[config.mk]
export PLATFORM = sky130hd
export DESIGN_NAME = rtcu_top
export DESIGN_NICKNAME = d
export VERILOG_FILES = /design/src/hdl/rtcu_pkg.sv /design/src/hdl/rtcu_top.sv /design/src/hdl/rtcu_step.sv
export SDC_FILE = /design/constraint.sdc
export NUM_CORES = 1
export LEC_CHECK = 0
export BUFFER_PORTS_ARGS = -buffer_cell sky130_fd_sc_hd__buf_4
export CAP_MARGIN = 10
export CORE_UTILIZATION = 45
export CTS_BUF_LIST = sky130_fd_sc_hd__clkbuf_8 sky130_fd_sc_hd__clkbuf_16
export DETAILED_ROUTE_END_ITERATION = 7
export HOLD_SLACK_MARGIN = 0.05
export PLACE_DENSITY_LB_ADDON = 0.25
export SLEW_MARGIN = 0
export SYNTH_ARGS = -nofsm -noshare
export SYNTH_HDL_FRONTEND = slang
export SYNTH_SLANG_ARGS = --single-unit
export TNS_END_PERCENT = 20
[constraint.sdc]
create_clock -name clk -period 3.01 [get_ports clk]
set_clock_uncertainty 0.15 [all_clocks]
set_input_delay 0.1505 -clock clk [delete_from_list [all_inputs] [get_ports clk]]
set_output_delay 0.1505 -clock clk [all_outputs]
set_load 0.005 [all_outputs]
[src/hdl/rtcu_pkg.sv]
// Package of constants and types for the rotate-through-carry unit
package rtcu_pkg;

	// Opcode bytes and reg-field extensions
	localparam logic [7:0] RTCU_OP_ONE_B = 8'hD0;
	localparam logic [7:0] RTCU_OP_ONE_W = 8'hD1;
	localparam logic [7:0] RTCU_OP_CNT_B = 8'hD2;
	localparam logic [7:0] RTCU_OP_CNT_W = 8'hD3;
	localparam logic [7:0] RTCU_OP_IMM_B = 8'hC0;
	localparam logic [7:0] RTCU_OP_IMM_W = 8'hC1;
	localparam logic [2:0] RTCU_EXT_LEFT  = 3'h2;
	localparam logic [2:0] RTCU_EXT_RIGHT = 3'h3;

	// Count field width
	localparam int RTCU_CNT_BITS = 5;

	// Instruction clocks: totals for single-step forms, bases for variable forms (plus one clock per count)
	localparam int RTCU_CLK_ONE_REG = 2;
	localparam int RTCU_CLK_ONE_MEM = 15;
	localparam int RTCU_CLK_VAR_REG = 5;
	localparam int RTCU_CLK_VAR_MEM = 17;

	// Request from decoder and operand fetch
	typedef struct packed {
		logic [7:0]  opcode;
		logic [2:0]  ext;
		logic        is_mem;
		logic [7:0]  immediate_count_byte;
		logic [7:0]  count_register_low;
		logic [15:0] operand;
		logic        carry_flag;
		logic        overflow_flag;
	} rtcu_req_t;

	// Result to core
	typedef struct packed {
		logic [15:0] result;
		logic        carry_flag;
		logic        overflow_flag;
		logic        mem_write;
		logic        illegal;
	} rtcu_rsp_t;

endpackage

[src/hdl/rtcu_top.sv]
// Rotate-through-carry execution unit: decode, sequencing, flags
`timescale 1ns/1ps
module rtcu_top
	import rtcu_pkg::*;
(
	input  wire logic      clk,
	input  wire logic      nrst,
	input  wire logic      start,
	input  wire rtcu_req_t req,
	output logic           busy,
	output logic           done,
	output rtcu_rsp_t      rsp
);

	typedef enum logic [1:0] {
		RTCU_IDLE = 2'b00,
		RTCU_RUN  = 2'b01
	} rtcu_state_t;

	rtcu_state_t state_ff;
	logic [15:0] val_ff;
	logic        cy_ff;
	logic        of_ff;
	logic        word_ff;
	logic        right_ff;
	logic        mem_ff;
	logic [4:0]  steps_ff;
	logic [4:0]  cnt_ff;
	logic [5:0]  wait_ff;
	logic        illegal_ff;
	logic        done_ff;
	rtcu_rsp_t   rsp_ff;

	logic        dec_ok;
	logic        dec_word;
	logic        dec_right;
	logic [4:0]  dec_cnt;
	logic [5:0]  dec_wait;
	logic [15:0] step_val;
	logic        step_cy;
	logic [15:0] op_in;
	logic        fin_now;
	logic        of_new;

	// Decode opcode and reg field to size, direction and count
	always_comb begin
		dec_ok    = 1'b1;
		dec_word  = req.opcode[0];
		dec_right = (req.ext == RTCU_EXT_RIGHT);
		dec_cnt   = 5'd1;
		case (req.opcode)
			RTCU_OP_ONE_B, RTCU_OP_ONE_W: dec_cnt = 5'd1;
			RTCU_OP_CNT_B, RTCU_OP_CNT_W: dec_cnt = req.count_register_low[RTCU_CNT_BITS-1:0];
			RTCU_OP_IMM_B, RTCU_OP_IMM_W: dec_cnt = req.immediate_count_byte[RTCU_CNT_BITS-1:0];
			default:                      dec_ok = 1'b0;
		endcase
		if (req.ext != RTCU_EXT_LEFT && req.ext != RTCU_EXT_RIGHT) begin
			dec_ok = 1'b0;
		end
	end

	// Total clocks minus the rotate steps and the finishing cycle
	always_comb begin
		if (req.opcode == RTCU_OP_ONE_B || req.opcode == RTCU_OP_ONE_W) begin
			dec_wait = req.is_mem ? 6'(RTCU_CLK_ONE_MEM - 2) : 6'(RTCU_CLK_ONE_REG - 2);
		end else begin
			dec_wait = req.is_mem ? 6'(RTCU_CLK_VAR_MEM - 1) : 6'(RTCU_CLK_VAR_REG - 1);
		end
	end

	// Byte operands only carry the low byte into the ring
	assign op_in = dec_word ? req.operand : {8'h00, req.operand[7:0]};

	// Last clock of an instruction: every step and slot spent, result goes out here
	assign fin_now = (state_ff == RTCU_RUN) && (steps_ff == 5'd0) && (wait_ff == 6'd0);

	rtcu_step u_step (
		.is_word   (word_ff),
		.dir_right (right_ff),
		.val_in    (val_ff),
		.cy_in     (cy_ff),
		.val_out   (step_val),
		.cy_out    (step_cy)
	);

	// Sequencer; the whole instruction runs with no break-in so memory is atomic
	always_ff @(posedge clk) begin
		if (!nrst) begin
			state_ff <= RTCU_IDLE;
			steps_ff <= 5'd0;
			wait_ff  <= 6'd0;
		end else begin
			case (state_ff)
				RTCU_IDLE: begin
					if (start) begin
						state_ff <= RTCU_RUN;
						steps_ff <= dec_ok ? dec_cnt : 5'd0;
						wait_ff  <= dec_ok ? dec_wait : 6'(RTCU_CLK_VAR_REG - 1); // Undecoded costs a zero-count rotate
					end
				end
				RTCU_RUN: begin
					if (steps_ff != 5'd0) begin
						steps_ff <= steps_ff - 5'd1;
					end else if (wait_ff != 6'd0) begin
						wait_ff <= wait_ff - 6'd1; // Fetch and write-back slots
					end else begin
						state_ff <= RTCU_IDLE; // No extra cycle, so done lands on the counted clock
					end
				end
				default:  state_ff <= RTCU_IDLE;
			endcase
		end
	end

	// Capture operand, then rotate one step per cycle
	always_ff @(posedge clk) begin
		if (!nrst) begin
			val_ff     <= 16'h0000;
			cy_ff      <= 1'b0;
			word_ff    <= 1'b0;
			right_ff   <= 1'b0;
			mem_ff     <= 1'b0;
			cnt_ff     <= 5'd0;
			illegal_ff <= 1'b0;
		end else if (state_ff == RTCU_IDLE && start) begin
			val_ff     <= op_in;
			cy_ff      <= req.carry_flag;
			word_ff    <= dec_word;
			right_ff   <= dec_right;
			mem_ff     <= req.is_mem;
			cnt_ff     <= dec_ok ? dec_cnt : 5'd0;
			illegal_ff <= ~dec_ok;
		end else if (state_ff == RTCU_RUN && steps_ff != 5'd0) begin
			val_ff <= step_val;
			cy_ff  <= step_cy;
		end
	end

	// Overflow: kept at entry, recomputed only for single-step rotates
	always_ff @(posedge clk) begin
		if (!nrst) begin
			of_ff <= 1'b0;
		end else if (state_ff == RTCU_IDLE && start) begin
			of_ff <= req.overflow_flag;
		end
	end

	// Single-step overflow from the rotated ring, ready on the last clock
	always_comb begin
		of_new = of_ff;
		if (cnt_ff == 5'd1) begin
			if (right_ff) begin
				of_new = word_ff ? (val_ff[15] ^ val_ff[14]) : (val_ff[7] ^ val_ff[6]);
			end else begin
				of_new = (word_ff ? val_ff[15] : val_ff[7]) ^ cy_ff;
			end
		end
	end

	// Registered result; zero count returns flags untouched
	always_ff @(posedge clk) begin
		if (!nrst) begin
			rsp_ff  <= '0;
			done_ff <= 1'b0;
		end else begin
			done_ff <= fin_now;
			if (fin_now) begin
				rsp_ff.result        <= val_ff;
				rsp_ff.carry_flag    <= cy_ff;
				rsp_ff.overflow_flag <= of_new;
				rsp_ff.mem_write     <= mem_ff & ~illegal_ff;
				rsp_ff.illegal       <= illegal_ff;
			end
		end
	end

	assign busy = (state_ff != RTCU_IDLE);
	assign done = done_ff;
	assign rsp  = rsp_ff;

endmodule // rtcu_top

[src/hdl/rtcu_step.sv]
// One rotate-through-carry step over a 9 or 17 bit ring
`timescale 1ns/1ps
module rtcu_step
	import rtcu_pkg::*;
(
	input  wire logic        is_word,
	input  wire logic        dir_right,
	input  wire logic [15:0] val_in,
	input  wire logic        cy_in,
	output logic      [15:0] val_out,
	output logic             cy_out
);
	// Top bit depends on operand size; upper byte kept zero for bytes
	always_comb begin
		val_out = 16'h0000;
		cy_out  = cy_in;
		if (dir_right) begin
			cy_out = val_in[0];
			if (is_word) begin
				val_out = {cy_in, val_in[15:1]};
			end else begin
				val_out = {8'h00, cy_in, val_in[7:1]};
			end
		end else begin
			if (is_word) begin
				cy_out  = val_in[15];
				val_out = {val_in[14:0], cy_in};
			end else begin
				cy_out  = val_in[7];
				val_out = {8'h00, val_in[6:0], cy_in};
			end
		end
	end
endmodule // rtcu_step

==> impl_metrics.ini, run 1 <==
[run_status]
status = completed

[synthesis]
yosysUniqueCellTypes = 48
synthCells = 318
synth.top_cells.by_area = dfxtp_1 (41%), a22o_1 (6.0%), a21oi_1 (4.5%)
syn-num-nets = 372
synth.avg_cell_area_um2 = 9.14
synthArstFlopShare_pct = 0
synth_ff_type = dfxtp_1
synth-edff-count = 0
yosysTopAreaCellShare_pct = 41.3
yosys_warnings = 0
synth_top_area_cell = dfxtp_1
synth-seq-cells = 60
syn-cell-area_mm2 = 0.00291
ys_seq_area_share_pct = 41.3

[critical_path]
worst-path-max-fanout = 28
crit_type = flop to flop
r2r-start = steps_ff[0]
arrival_ps = 2580
startpoint = steps_ff[0]
required_ps = 3080
end_kind = flop
start_kind = flop

[route]
drtAntennaViolNets = 0
first_pass_iters = 4
drc = 0
drt_iter0_drc = 143
drt-wirelength-per-cell_um = 14.8
drt_wl_total_um = 7090
detail_route.vias_per_cell = 5.63
num_vias = 2700

[cells_and_area]
syn_to_final_growth_pct = 31.4
diodes = 0
final_cells = 480
postLayoutCellArea_mm2 = 0.00382
fin_nets = 455
drive_gt1_share_pct = 24.9

[floorplanning]
start_util_pct = 47.9
coreArea_mm2 = 0.00606
rows = 28
die_y_um = 82.4
ios = 71
fp.dieW_um = 82.4
die_area_mm2 = 0.00678

[hold_path]
hold_path_class = primary input to flop
hp-start = req[14]

[timing]
fin_setup_tns_ps = 0
worstMarginPinSlew_ps = 1080
fmax_mhz = 399
min_period_ps = 2500
final-max-slew-violation-count = 0
relSlewSlack_pct = 27.5
rsz0062_at_grt = false
hold_viol_final = 0
finalCritPeriodShare_pct = 83.2
finalSetupViolCount = 0
finalWorstSetupSlack_ps = 506

[power_and_ir_drop]
powerDensity_mw_per_mm2 = 526
ir_drop_uv = 271
power.total_mw = 2.01
p_leak_nw = 1.54

[place]
post_dp_cell_area_mm2 = 0.00344
gp_congestion = 0.787
dp_slack_ps = 634
placed_cells = 442
port_buffers = 64
place_hpwl_um = 4670

[clock_tree]
htreeDepth = 3
cts.reportedPaths.clkPinSlew_ps = 70
cts_tree = done
numCtsBuffers = 9
ctsResizeCount = 0
clockBufferDepth = 2
clkSinkCount = 60
post_cts_buffers = 0
cts-root-buf = clkbuf_8
insertion_delay_ps = 340

[grt]
grt_pass1_vias = 2422
grt_pass1_wl_um = 11300
antenna_found_initial = 0
overflow = 0
grt_max_degree = 31
grt.total_usage_pct = 22.1

[job]
maxCapViolCount = 0
## cell usage after synthesis (all sizes together) (9+ instances only)
library cell,n
nand2,22
nor2,20
mux2i,11
a22o,21
dfxtp,60
a32oi,9
clkbuf,14
nand3,15
a21oi,26
inv,10
buf,9
a211oi,13
o21ai,10
## worst paths after layout
path,to,slack (ps),depth (start not counted)
setup / recovery,cy_ff,510,9
hold / removal,val_ff[12],70,3
setup reg to reg,cy_ff,510,9
hold reg to reg,cnt_ff[3],310,2
## report_power, final
group / internal [mW] / switching [mW] / total (mW)
combinational: 0.251 / 0.244 / 0.496
sequential: 0.859 / 0.0752 / 0.934
clock: 0.280 / 0.297 / 0.577
total: 1.39 / 0.617 / 2.01
## critical path: stages (launching register included)
cell and delay [ps]:
dfxtp_1 340, inv_1 70, ha_1 210, nor4b_2 350, buf_4 200, a21oi_2 50
buf_4 240, o21ai_0 160, a21oi_1 50, dlygate4sd3_1 570
## sequential cells by signal, summed over array words and instances (netlist names)
signal and flops:
cnt_ff 5, cy_ff 1, done 1, illegal_ff 1, mem_ff 1, of_ff 1
right_ff 1, rsp 20, state_ff 1, steps_ff 5, val_ff 16, wait_ff 6
word_ff 1
## cell usage in the layout (no fill, tap or decap), types with 3 or more instances in the layout
cell and n:
nand2_1 22, nor2_1 20, nand3_1 15, dlygate4sd3_1 23, o221a_2 3, a32oi_1 9, clkbuf_8 9, nand2b_1 3
buf_4 72, o211ai_1 7, clkinv_2 3, or3_1 3, dfxtp_1 60, a21oi_1 25, inv_1 13, ha_1 5
mux2i_1 11, nor2b_1 5, nor3_1 7, mux2_2 8, a31oi_1 3, o21ai_0 10, a22oi_1 3, xnor2_1 5
a22o_1 20, a211oi_1 13
## area by class of cell
cell class              count  area [µm²]
flip-flops and latches     60        1200
well taps                  75        93.8
clock inverters             6        26.3
multi-input cells         225        1560
repair buffers             95         771
fillers                   528        2240
clock buffers               9         124
inverters                  10        37.5
## logic make-up (layout without fill, tap and decap cells)
group                    after synthesis  after routing  share of synthesized area [%]
AO/OA/AOI/OAI                        106            106                           26.7
AND/OR/NAND/NOR                       88             88                           15.6
flip-flops                            60             60                           41.3
buffers and inverters                 33            120                           5.21
multiplexers                          19             19                           6.89
XOR/XNOR                               7              7                           2.11
adder cells (fa/ha/maj)                5              5                           2.15
## per-layer routing
metal	GRT usage, %	part of all wire (%)	vias up	wire [µm]
met2	36.7	48	76	3370
met5	0	0	-	0
met4	11.6	2.2	0	159
li1	-	-	1362	-
met1	27.4	46	1247	3270
met3	3.63	4.0	15	287
## metrics by stage
step	hold slack, ps	utilization [%]
6_report	66.2	63.0
5_1_grt	105	63.0
4_1_cts	61.4	63.0
3_5_place_dp	257	56.7
3_3_place_gp	256	56.7
2_1_floorplan	136	-
## what timing repair did
item                                   CTS  global route
endpoints found under the hold margin   27             0
hold buffers                            23             0
setup endpoints to repair                0             0
(Power assumes the default switching activity.)
==> inputs of run 2 (changes only) <==
--- a/config.mk
+++ b/config.mk
@@ -5,6 +5,7 @@
 export SDC_FILE = /design/constraint.sdc
 export NUM_CORES = 1
 export LEC_CHECK = 0
+export ABC_AREA = 1
 export BUFFER_PORTS_ARGS = -buffer_cell sky130_fd_sc_hd__buf_4
 export CAP_MARGIN = 10
 export CORE_UTILIZATION = 45
==> constraint.sdc (replaced) <==
create_clock -name clk -period 2.2 [get_ports clk]
set_clock_uncertainty 0.15 [all_clocks]
set_input_delay 0.11 -clock clk [delete_from_list [all_inputs] [get_ports clk]]
set_output_delay 0.11 -clock clk [all_outputs]
set_load 0.005 [all_outputs]
==> impl_metrics.ini, run 2 <==
[synthesis]
synth_simple_gate_area_share_pct = 26.9
syn-cell-area_mm2 = 0.00303
yosysTopAreaCellShare_pct = 39.7
synth_top_area_cell = dfxtp_1
yosys_warnings = 0
ys_seq_area_share_pct = 39.7
synth_fa_ha_area_share_pct = 2.07
syn-num-nets = 467
synth-edff-count = 0
synth_common_cells = nand2_1 (84), dfxtp_1 (60), o21ai_0 (52)
synth_ff_type = dfxtp_1
synthCells = 413
synth_compound_area_share_pct = 21.2
synth.avg_cell_area_um2 = 7.33
synthArstFlopShare_pct = 0
synthMostInstantiatedCell = nand2_1
yosysUniqueCellTypes = 34
synth.top_cells.by_area = dfxtp_1 (40%), nand2_1 (10%), o21ai_0 (8.6%)
synth_xor_area_share_pct = 0.579
synth_mux_area_share_pct = 0
synth_top_family_by_area = simple AND/OR/NAND/NOR gates
synth-seq-cells = 60

[floorplanning]
ios = 71
die_y_um = 84.0
fp.dieW_um = 84.0
rows = 29
start_util_pct = 47.1
die_area_mm2 = 0.00706
coreArea_mm2 = 0.00642

[clock_tree]
clockBufferDepth = 2
htreeDepth = 3
numCtsBuffers = 9
clkSinkCount = 60
cts.reportedPaths.clkPinSlew_ps = 70
cts-root-buf = clkbuf_8
cts_tree = done
insertion_delay_ps = 340

[critical_path]
start_kind = flop
end_kind = flop
worst-path-max-fanout = 14
crit_type = flop to flop
arrival_ps = 2160
required_ps = 2320

[place]
port_buffers = 64
gp_congestion = 0.851
place_hpwl_um = 5190

[cells_and_area]
layout_commonest_cell = nand2_1
syn_to_final_growth_pct = 34.9
drive_gt1_share_pct = 22.2
multiInputGateArea_mm2 = 0.00154
fillers = 563
diodes = 0
seqCellArea_mm2 = 0.00120
largest_register_ffs = 20
fin_nets = 567
final_cell_mix = nand2_1 (84), buf_4 (69), dfxtp_1 (60), o21ai_0 (52), nand3_1 (40)

[route]
num_vias = 3088
detail_route.vias_per_cell = 5.19
drc = 8
first_pass_iters = 7
drtAntennaViolNets = 0
drt-wirelength-per-cell_um = 12.8
drt_iter0_drc = 159
drt_wl_total_um = 7610

[grt]
antenna_found_initial = 0
overflow = 0
grt.total_usage_pct = 23.0
grt_pass1_vias = 2991
grt_max_degree = 28
grt_pass1_wl_um = 12900

[timing]
finalCritPeriodShare_pct = 92.9
rsz0062_at_grt = false
fmax_mhz = 490
fin_setup_tns_ps = 0
finalSetupViolCount = 0
worstMarginPinSlew_ps = 554
relSlewSlack_pct = 63.0
final-max-slew-violation-count = 0
min_period_ps = 2040
hold_viol_final = 0

[hold_path]
hold_path_class = primary input to flop

[job]
maxCapViolCount = 0

[power_and_ir_drop]
powerDensity_mw_per_mm2 = 688
ir_drop_uv = 314
p_leak_nw = 1.78
power.total_mw = 2.81

[run_status]
violations = design-rule violations
status = finished with violations
run 2: cell count changes after synthesis, moves of 8 or more:
cell / delta
o21ai_0: +42
o21ai_1: +11
inv_1: +26
a22o_1: -12
nand3_1: +25
nand2_1: +62
mux2_2: -8
a32oi_1: -9
clkbuf_1: -12
mux2i_1: -11
a211oi_1: -13
run 2: routing by layer:
metal  up-vias  part of all wire [%]  routed length (µm)  track usage, %
met2        82                    49                3690            39.4
met4         0                   2.9                 222            13.6
met3        24                   4.9                 369            5.04
li1       1579                     -                   -               -
met5         -                     0                   0               0
met1      1403                    44                3320            26.0
run 2: area by class of cell:
type                       instances  share of cell area, %
timing repair buffer             108                   22.2
clock inverter                     6                  0.766
multi-input combinational        290                   37.7
sequential                        60                   29.4
clock buffer                      10                   3.37
inverter                          44                   4.17
tap                               77                   2.36
run 2: worst paths after layout:
| check | from | to | slack, ps | depth (start not counted) |
|---|---|---|---|---|
| worst max-delay path | state_ff[0] | val_ff[13] | 160 | 5 |
| worst min register to register | rsp[2] | rsp[2] | 300 | 2 |
| worst min-delay path | req[22] | steps_ff[4] | 60 | 5 |
| worst max register to register | state_ff[0] | val_ff[13] | 160 | 5 |
run 2: worst max-delay path, cell delays in order (launching register included):
cell and delay [ps]:
dfxtp_1 480, nor2_8 280, buf_4 250, nand3_1 80, dlygate4sd3_1 570, a31oi_1 160
run 2: timing repair:
item	4_1_cts	5_1_grt
resized for setup	0	0
hold buffers	39	0
endpoints found under the setup margin	0	1
buffers inserted	0	0
endpoints found under the hold margin	34	0
run 2: kinds of logic after synthesis:
logic type      count (synthesis)
simple gates                  167
compound gates                116
buf+inv                        63
flops                          60
fa+ha+maj                       5
xor+xnor                        2
run 2: where the power goes:
group | leakage, nW | switching (mW) | internal, mW
clock | 0.0930 | 0.424 | 0.426
sequential | 0.490 | 0.0845 | 1.19
combinational | 1.20 | 0.397 | 0.289
total | 1.78 | 0.906 | 1.90
run 2: per-stage QoR:
step / instances / hold slack [ps] / setup slack, ps / util [%] / area (µm²)
6_report: 595 / 60.8 / 157 / 63.6 / 4080
2_1_floorplan: 413 / 72.7 / 637 / - / 3030
4_1_cts: 595 / 54.0 / 140 / 63.6 / 4080
5_1_grt: 595 / 113 / 11.0 / 63.6 / 4080
3_5_place_dp: 540 / 171 / 370 / 54.9 / 3520
3_3_place_gp: 540 / 164 / 449 / 54.9 / 3520
